$ cat config.mk
export PLATFORM = sky130hd
export DESIGN_NAME = iat_regs
export DESIGN_NICKNAME = d
export VERILOG_FILES = /design/src/include/iat_pkg.sv /design/src/iat_window_cmp.sv /design/src/iat_apb_decode.sv /design/src/iat_regs.sv
export SDC_FILE = /design/constraint.sdc
export NUM_CORES = 1
export LEC_CHECK = 0
export BUFFER_PORTS_ARGS = -buffer_cell sky130_fd_sc_hd__buf_2
export CAP_MARGIN = 15
export CELL_PAD_IN_SITES_DETAIL_PLACEMENT = 0
export CELL_PAD_IN_SITES_GLOBAL_PLACEMENT = 2
export CORE_UTILIZATION = 31
export DETAILED_ROUTE_END_ITERATION = 8
export PLACE_DENSITY = 0.82
export SLEW_MARGIN = 20
export SYNTH_ARGS = -nofsm -noshare
export SYNTH_HDL_FRONTEND = slang
export SYNTH_SLANG_ARGS = --single-unit
$ cat constraint.sdc
create_clock -name pclk -period 3.5 [get_ports pclk]
set_input_delay 0.175 -clock pclk [delete_from_list [all_inputs] [get_ports pclk]]
set_output_delay 0.175 -clock pclk [all_outputs]
set_load 0.05 [all_outputs]
$ cat src/include/iat_pkg.sv
// Purpose: shared constants for the input alarm threshold register bank
// Assumes: apb with 32-bit data, byte addresses
// Notes: alarm flag and interrupt words sit at chosen offsets
package iat_pkg;
	localparam logic [7:0]  OFS_UPPER      = 8'h24;
	localparam logic [7:0]  OFS_LOWER      = 8'h28;
	localparam logic [7:0]  OFS_FLAGS      = 8'h20;
	localparam logic [7:0]  OFS_IRQ_STATUS = 8'h30;
	localparam logic [7:0]  OFS_IRQ_MASK   = 8'h34;
	localparam logic [15:0] RST_UPPER      = 16'hffff;
	localparam logic [15:0] RST_LOWER      = 16'h0000;
	localparam logic [7:0]  RST_HYST       = 8'h00;
	localparam int          POS_HYST       = 24;
	localparam int          POS_SUMMARY    = 0;
	localparam int          POS_TRP_HIGH   = 4;
	localparam int          POS_TRP_LOW    = 5;
	localparam int          POS_ACT_HIGH   = 10;
	localparam int          POS_ACT_LOW    = 11;
	localparam int          IRQ_BITS       = 2;
	typedef enum logic [1:0] {
		IAT_IDLE   = 2'b00,
		IAT_ACCESS = 2'b01
	} iat_bus_state_t;
endpackage

$ cat src/iat_window_cmp.sv
// Purpose: one-sided limit compare with hysteresis release
// Assumes: unsigned codes, sample valid one cycle
// Notes: state lives in the caller
`timescale 1ns/1ps
`default_nettype none
module iat_window_cmp #(
	parameter int W = 16
) (
	// sample and limit
	input  wire logic [W-1:0] sample,
	input  wire logic [W-1:0] limit,
	input  wire logic [7:0]   hyst,
	input  wire logic         is_upper,
	input  wire logic         active_now,
	// result
	output logic              active_next
);
	logic [W:0] rel;
	always_comb begin
		if (is_upper) begin
			rel = {1'b0, limit} - {{(W-8){1'b0}}, 1'b0, hyst};
			if (sample > limit)
				active_next = 1'b1;
			else if (active_now && ({1'b0, sample} >= rel || rel[W]))
				active_next = 1'b1;
			else
				active_next = 1'b0;
		end else begin
			rel = {1'b0, limit} + {{(W-8){1'b0}}, 1'b0, hyst};
			if (sample < limit)
				active_next = 1'b1;
			else if (active_now && {1'b0, sample} <= rel)
				active_next = 1'b1;
			else
				active_next = 1'b0;
		end
	end
endmodule
`default_nettype wire

$ cat src/iat_apb_decode.sv
// Purpose: apb access decode for the register bank
// Assumes: zero wait states
// Notes: unmapped addresses answer with pslverr
`timescale 1ns/1ps
`default_nettype none
module iat_apb_decode (
	// apb request
	input  wire logic       psel,
	input  wire logic       penable,
	input  wire logic       pwrite,
	input  wire logic [7:0] paddr,
	// decoded strobes
	output logic            wr_upper,
	output logic            wr_lower,
	output logic            wr_status,
	output logic            wr_mask,
	output logic            mapped
);
	logic acc;
	logic [7:0] wa;
	always_comb begin
		acc = psel && penable;
		wa = {paddr[7:2], 2'b00};
		mapped = (wa == iat_pkg::OFS_UPPER) || (wa == iat_pkg::OFS_LOWER)
			|| (wa == iat_pkg::OFS_FLAGS) || (wa == iat_pkg::OFS_IRQ_STATUS)
			|| (wa == iat_pkg::OFS_IRQ_MASK);
		wr_upper  = acc && pwrite && wa == iat_pkg::OFS_UPPER;
		wr_lower  = acc && pwrite && wa == iat_pkg::OFS_LOWER;
		wr_status = acc && pwrite && wa == iat_pkg::OFS_IRQ_STATUS;
		wr_mask   = acc && pwrite && wa == iat_pkg::OFS_IRQ_MASK;
	end
endmodule
`default_nettype wire

$ cat src/iat_regs.sv
// Purpose: input alarm limit registers with alarm flags and interrupt
// Assumes: conversion results arrive as a one-cycle valid strobe
// Notes: zero-wait apb slave, byte lanes through pstrb
`timescale 1ns/1ps
`default_nettype none
module iat_regs #(
	parameter int W = 16
) (
	// clock and reset
	input  wire logic         pclk,
	input  wire logic         presetn,
	// apb slave
	input  wire logic         psel,
	input  wire logic         penable,
	input  wire logic         pwrite,
	input  wire logic [7:0]   paddr,
	input  wire logic [31:0]  pwdata,
	input  wire logic [3:0]   pstrb,
	output logic [31:0]       prdata,
	output logic              pready,
	output logic              pslverr,
	// conversion results
	input  wire logic         sample_valid,
	input  wire logic [W-1:0] sample,
	// alarm outputs
	output logic              alarm_high,
	output logic              alarm_low,
	output logic              irq
);
	typedef struct packed {
		logic [W-1:0] upper;
		logic [W-1:0] lower;
		logic [7:0]   hyst;
		logic         act_high;
		logic         act_low;
		logic         trp_high;
		logic         trp_low;
		logic [1:0]   irq_status;
		logic [1:0]   irq_mask;
		logic [31:0]  rdata;
	} iat_state_t;

	iat_state_t st_reg;
	iat_state_t st_next;
	logic       wr_upper;
	logic       wr_lower;
	logic       wr_status;
	logic       wr_mask;
	logic       mapped;
	logic       high_next;
	logic       low_next;
	logic [31:0] upper_word;
	logic [31:0] lower_word;
	logic [31:0] flag_word;

	iat_apb_decode u_dec (
		.psel      (psel),
		.penable   (penable),
		.pwrite    (pwrite),
		.paddr     (paddr),
		.wr_upper  (wr_upper),
		.wr_lower  (wr_lower),
		.wr_status (wr_status),
		.wr_mask   (wr_mask),
		.mapped    (mapped)
	);

	iat_window_cmp #(.W(W)) u_hi (
		.sample      (sample),
		.limit       (st_reg.upper),
		.hyst        (st_reg.hyst),
		.is_upper    (1'b1),
		.active_now  (st_reg.act_high),
		.active_next (high_next)
	);

	iat_window_cmp #(.W(W)) u_lo (
		.sample      (sample),
		.limit       (st_reg.lower),
		.hyst        (st_reg.hyst),
		.is_upper    (1'b0),
		.active_now  (st_reg.act_low),
		.active_next (low_next)
	);

	always_comb begin
		// reserved bytes held at zero by construction
		upper_word = 32'h0000_0000;
		upper_word[31:24] = st_reg.hyst;
		upper_word[W-1:0] = st_reg.upper;
		lower_word = 32'h0000_0000;
		lower_word[W-1:0] = st_reg.lower;
		flag_word = 32'h0000_0000;
		flag_word[iat_pkg::POS_TRP_HIGH] = st_reg.trp_high;
		flag_word[iat_pkg::POS_TRP_LOW]  = st_reg.trp_low;
		flag_word[iat_pkg::POS_ACT_HIGH] = st_reg.act_high;
		flag_word[iat_pkg::POS_ACT_LOW]  = st_reg.act_low;
		flag_word[iat_pkg::POS_SUMMARY]  = st_reg.trp_high | st_reg.trp_low;
	end

	always_comb begin
		st_next = st_reg;
		// byte lanes: lane 0 is the lowest byte address
		for (int b = 0; b < 4; b++) begin
			if (wr_upper && pstrb[b]) begin
				if (b == 3)
					st_next.hyst = pwdata[31:24];
				else if (b < 2)
					st_next.upper[b*8 +: 8] = pwdata[b*8 +: 8];
			end
			if (wr_lower && pstrb[b] && b < 2)
				st_next.lower[b*8 +: 8] = pwdata[b*8 +: 8];
		end
		if (sample_valid) begin
			st_next.act_high = high_next;
			st_next.act_low  = low_next;
		end
		// tripped flags latch until a new result clears the condition
		if (sample_valid) begin
			st_next.trp_high = high_next;
			st_next.trp_low  = low_next;
		end
		if (wr_mask && pstrb[0])
			st_next.irq_mask = pwdata[1:0];
		if (wr_status && pstrb[0])
			st_next.irq_status = st_reg.irq_status & ~pwdata[1:0];
		// set beats clear so a rising alarm is never lost
		if (sample_valid && high_next && !st_reg.act_high)
			st_next.irq_status[0] = 1'b1;
		if (sample_valid && low_next && !st_reg.act_low)
			st_next.irq_status[1] = 1'b1;
		st_next.rdata = 32'h0000_0000;
		if (psel && !penable && !pwrite) begin
			unique case ({paddr[7:2], 2'b00})
				iat_pkg::OFS_UPPER:      st_next.rdata = upper_word;
				iat_pkg::OFS_LOWER:      st_next.rdata = lower_word;
				iat_pkg::OFS_FLAGS:      st_next.rdata = flag_word;
				iat_pkg::OFS_IRQ_STATUS: st_next.rdata = {30'h0, st_reg.irq_status};
				iat_pkg::OFS_IRQ_MASK:   st_next.rdata = {30'h0, st_reg.irq_mask};
				default:                 st_next.rdata = 32'h0000_0000;
			endcase
		end else if (psel && penable) begin
			st_next.rdata = st_reg.rdata;
		end
	end

	always_ff @(posedge pclk or negedge presetn) begin
		if (!presetn) begin
			st_reg <= '0;
			st_reg.upper <= W'(iat_pkg::RST_UPPER);
			st_reg.lower <= W'(iat_pkg::RST_LOWER);
			st_reg.hyst <= iat_pkg::RST_HYST;
		end else begin
			st_reg <= st_next;
		end
	end

	assign pready     = 1'b1;
	assign pslverr    = psel && penable && !mapped;
	assign prdata     = st_reg.rdata;
	assign alarm_high = st_reg.act_high;
	assign alarm_low  = st_reg.act_low;
	assign irq        = |(st_reg.irq_status & st_reg.irq_mask);
endmodule
`default_nettype wire

Word level (Yosys, flattened, before mapping) --
Cells that the tools add are included.
Storage, ports and cells: flip-flop bits (word level) 78, input port bits 66, word-level logic and storage cells 72
Cells by class: add/subtract/negate cells 2, order comparisons 4, equality and inequality tests 6, multiplexer cells 10, bitwise logic cells 4, reduce and logical (&&, ||, !) cells 35
Operators by type and width (number):
- $pmux 32 s5 | 1
- $mux 32 | 2
- $eq 6x4->1 const B | 5
- $logic_and 1x1->1 | 22
- $add 16x8->17 | 1
- $ge 16x17->1 | 1
- $le 16x17->1 | 1
- $sub 16x8->17 | 1
- $gt 16x16->1 | 1
- $lt 16x16->1 | 1
- $mux 1 | 6
- $logic_not 1->1 | 5
- $logic_or 1x1->1 | 5
- $and 2x2->2 | 2
- $reduce_bool 2->1 | 2
- $mux 2 | 1
- $ne 2x2->1 const B | 1
- $not 2->2 | 1
- $reduce_or 2->1 | 1
- $or 1x1->1 | 1

Longest topological paths before layout --
depth in word-level cells 9, mapped depth 16, gate-level depth less buffers 16

Modules after synthesis --
A second synthesis with hierarchy kept.
Second synthesis, totals: cell total of the unflattened synthesis 852, area, all modules 7569.8 um2
By module, submodules not included:
- iat_regs | instances 1, cells each 258, area an instance 3143.0 um2, seq. area each 1771.7 um2
- iat_window_cmp (u_lo) | instances 1, cells each 288, area an instance 2170.8 um2, seq. area each 0.0 um2
- iat_window_cmp (u_hi) | instances 1, cells each 294, area an instance 2162.1 um2, seq. area each 0.0 um2
- iat_apb_decode | instances 1, cells each 12, area an instance 93.8 um2, seq. area each 0.0 um2

Least setup slack after synthesis --
No wires, ideal clock.
path type register -> register, start point register st_reg[64] (netlist bit), end point register st_reg (netlist bit flag_word[4]), data arrival time 3.282 ns, required time 3.374 ns, setup slack 0.092 ns, cell stages (with the launch flop) 16, cell sequence dfstp_2 -> inv_1 -> ha_1 -> inv_1 -> fa_1 -> a21o_1 -> a211oi_1 -> nor2_1 -> o41ai_4 -> nand2_1 -> xnor2_1 -> ha_1 -> or3_1 -> a2111oi_0 -> o21ai_0 -> a221o_1
On the way: longest elaborated chain between the ends 6, elaborated cells on any way between the ends 7, those cells by class add/sub: 1; order compare: 2; mux: 2; reduce/logical: 2
Ends and longest elaborated chain:
- start: declaration | line iat_regs.sv:43 | iat_state_t st_reg;
- start signal: assignment | line iat_regs.sv:154 | st_reg <= st_next;
- $sub 16x8->17 | line iat_window_cmp.sv:21 | rel = {1'b0, limit} - {{(W-8){1'b0}}, 1'b0, hyst};
- $ge 16x17->1 | line iat_window_cmp.sv:24 | else if (active_now && ({1'b0, sample} >= rel || rel[W]))
- $logic_or 1x1->1 | line iat_window_cmp.sv:24
- $logic_and 1x1->1 | line iat_window_cmp.sv:24
- $mux 1 | line iat_window_cmp.sv:24
- $mux 1 * | line iat_window_cmp.sv:22 | if (sample > limit)
Every way passes the cells marked *; elsewhere a longest branch is shown, timed or not. A chain may end at the register's enable or synchronous reset.

Final worst setup path --
Ends and elaborated chain as after synthesis.

==> impl_results.md <==
* CTS Buffer Depth at 2
* Dpl cells at 898
* Initial antenna violation count at 1
* CTS H-tree depth at 3
* Core area at 17420 sq um
* Worst path bufs/invs at 2
* Crit. End Element: flip-flop
* Most common cell on crit path: inv_2
* Non-Filler Instances at 922
* Period utilization at 1.030
* Failing checks: setup timing
* Combinational power share at 0.252
* Sink Count at 70
* Simple-gate share of the synthesized area at 0.1428
* Async S/R FF share, synth at 1.000
* LEAKAGE at 3.155 nW
* Worst VDD drop at 0.1876 mV
* Mean Syn Cell Area at 9.210 sq um
* Final Hold Vio Count at 0
* Seq/Total Area, Yosys at 0.3185
* Worst setup margin at -106.1 ps
* Worst-case hold slack at 46.45 ps
* Initial Util at 0.3194
* Post-synthesis adder-cell area fraction at 0.1849
* Worst-path clk slew at 60 ps
* Yosys cell types at 60
* Worst path slowest cell: fa_2
* Largest family of logic cells by synthesized area: adder cells
* Total Wirelength at 16.71 mm
* Mapped cell area at 5563 sq um
* Crit-path cells: inv_2 -> ha_4 -> inv_2 -> fa_2 -> a21o_1 -> a211oi_2 -> nor2_2 -> o41ai_4 -> nand3_1 -> xnor2_1 -> ha_1 -> nand3_2 -> nand2_1 -> a2111oi_2 -> o21ai_1 -> a221o_1
* Clk_skew at 5.485 ps
* Slew headroom at 0.4555
* Detailed Place HPWL at 13.57 mm
* Sequential Power Share at 0.376
* Crit path required time at 3720 ps
* Dpl ws at -220.1 ps
* Number of global-route vias before repair at 4870
* # setup viols final at 1
* Worst min path class: primary input to flip-flop
* Die X at 136.0 microns
* Residual DRC count at 0
* Top Family by Delay on Critical Path: compound AO/OA/AOI/OAI gates
* First-pass DRT Iterations at 6
* Vias at 4778
* Startpoint types: flip-flop
* Area grow syn2layout at 18.67%
* Total track usage at 0.1886
* CP Data Arrival Time at 3830 ps
* Largest net degree at the start of global routing at 45
* FP Rows at 48
* Yosys reg bits at 70
* Post-synth EDFFs at 0
* Compound-Gate Fraction of Synth Area at 0.1752
* Clock Power Share at 0.371
* RSZ-0062 raised after global routing: yes
* Crit-path max cell delay at 390 ps
* CTS Buf Count at 9
* Initial DRC Count at 299
* Setup_tns at -106.1 ps
* Cells after synthesis at 604
* Maximum clock rate at 277.3 MHz
* Die Y at 136.0 microns
* Routed Antenna Nets at 0
* First-pass GRT wire length at 26.10 mm
* Skew-Pair Late Insertion Delay at 330 ps
* PD cells at 353.2 nW/um^2
* Port bufs at 82
* Top FF cell, synth: dfrtp_1
* Max-slew violations at 0
* Crit Path Class: flip-flop to flip-flop
* Mux contribution to synthesized area at 0.03846
* Routed wire per std cell at 18.12 microns
* Worst-margin pin slew at 816.3 ps
* Overflow after GRT at 0
* Total number of yosys warnings at 0
* Minimum clock period at 3606 ps
* CTS tree: yes
* NumNets Final at 838
* Xor/xnor cell area share of the yosys netlist at 0.04094
* Routability cong. at 0.8787
* Sw Share at 0.3105
* Layout cell share with drive strength beyond 1 at 0.2830
* Internal at 1.608 mW
* Worst-path fanout max at 5
* Die area at 18480 sq um
* Max Cap Violations at 0
* Root Buffer: clkbuf_16
* Drt via density at 5.182
* I/O pin cnt at 103
* Max reg flops at 28
* Status: complete, but fails checks
* Sw power at 0.7238 mW
[layer usage]
metal / wire length (microns) / up-vias / part of all wire / GRT usage
li1: - / 2297 / - / -
met1: 7792 / 2323 / 0.47 / 0.2542
met2: 7698 / 133 / 0.46 / 0.3024
met3: 885 / 25 / 0.053 / 0.03132
met4: 335 / 0 / 0.020 / 0.06790
met5: 0 / - / 0 / 0
[Yosys cell counts (3+ instances only)]
master	count	area (sq um)
o21ai_2	5	43.79
a22oi_1	11	82.58
xnor2_1	18	157.7
dfrtp_1	54	1351
a221oi_1	5	43.79
xor2_1	8	70.07
nor2b_1	5	31.28
clkbuf_1	4	15.01
or3_1	3	18.77
nand2_1	62	232.7
buf_4	34	255.2
nand4_1	13	81.33
inv_1	47	176.4
dfstp_2	16	420.4
a22o_1	10	87.58
nand3_1	17	85.08
o21a_1	7	52.55
buf_6	3	33.78
nor3_1	8	40.04
and4_1	3	26.28
a21oi_1	24	120.1
a21o_1	7	52.55
nor2_1	29	108.9
and3_1	7	43.79
a211oi_1	7	52.55
o21ai_0	51	255.2
ha_1	79	988.5
nand2b_1	3	18.77
buf_2	5	25.02
mux2_2	18	202.7
a2111oi_0	3	26.28
[cells by family (layout without fill, tap and decap cells)]
| logic type | Yosys count | in the layout |
|---|---|---|
| flip-flops | 70 | 70 |
| other | 2 | 10 |
| adder cells (fa/ha/maj) | 81 | 81 |
| multiplexers | 19 | 19 |
| AO/OA/AOI/OAI | 148 | 148 |
| XOR/XNOR | 26 | 26 |
| AND/OR/NAND/NOR | 162 | 162 |
| buffers and inverters | 96 | 181 |
[placed cells by master (no fill, tap or decap), types with 4 or more instances in the layout]
| cell type | instances |
|---|---|
| conb_1 | 9 |
| nand3_1 | 16 |
| nand2_1 | 61 |
| and3_1 | 7 |
| nor2b_1 | 4 |
| dfrtp_1 | 54 |
| a22oi_1 | 11 |
| dfstp_2 | 16 |
| ha_1 | 76 |
| a221oi_1 | 4 |
| mux2_2 | 18 |
| nor2_1 | 28 |
| buf_2 | 81 |
| o21a_1 | 7 |
| inv_1 | 45 |
| nand4_1 | 13 |
| o21ai_0 | 49 |
| xnor2_1 | 18 |
| o21ai_2 | 6 |
| a211oi_1 | 6 |
| buf_4 | 35 |
| xor2_1 | 8 |
| clkbuf_16 | 9 |
| a21oi_2 | 4 |
| a22o_1 | 10 |
| nor3_1 | 7 |
| a21oi_1 | 20 |
| a21o_1 | 7 |
[worst min-delay path: stages]
cell	delay [ps]
buf_2	80
nand2_1	50
o21ai_2	50
[what timing repair did]
action                                  in CTS  in global routing
pin swaps                                    9                 29
hold endpoints to repair                     0                 34
gates resized for setup                      6                 26
hold buffers                                 0                  1
cloned                                       0                  0
setup buffers                                1                  4
endpoints found under the setup margin       2                  2
[cell type report]
cell class	count	area [sq um]
Antenna cell	1	2.502
Clock buffer	13	260.3
Clock inverter	3	20.02
Fill cell	1791	10820
Inverter	47	176.4
Multi-Input combinational cell	445	3403
Sequential cell	70	1772
Tap cell	225	281.5
Timing Repair Buffer	118	685.7
[power groups by stage]
stage	registers [mW]	clock network, mW	logic (mW)
finish	0.877	0.866	0.588
global route	0.880	0.924	0.659
CTS	0.876	0.882	0.562
detailed placement	0.889	0	0.545
global placement	0.889	0	0.531
floorplan	0.883	0	0.353
[worst paths after layout]
check	endpoint	depth (start not counted)	startpoint	slack (ps)
worst max-delay path	flag_word[4]	16	st_reg[64]	-110
worst min register to register	prdata[10]	2	prdata[10]	470
max in group asynchronous	st_reg[75]	3	presetn	2360
worst min-delay path	st_reg[45]	3	pwdata[29]	50
worst max register to register	flag_word[4]	16	st_reg[64]	-110
min in group asynchronous	prdata[26]	2	presetn	400
[per-stage QoR]
stage	utilization	area [sq um]	power, mW
4_1_cts	0.3698	6440	2.320
6_report	0.3790	6601	2.331
2_1_floorplan	-	5589	1.236
3_5_place_dp	0.3520	6131	1.435
5_1_grt	0.3790	6601	2.462
3_3_place_gp	0.3520	6131	1.420
Power figures use the tool's default switching activity.
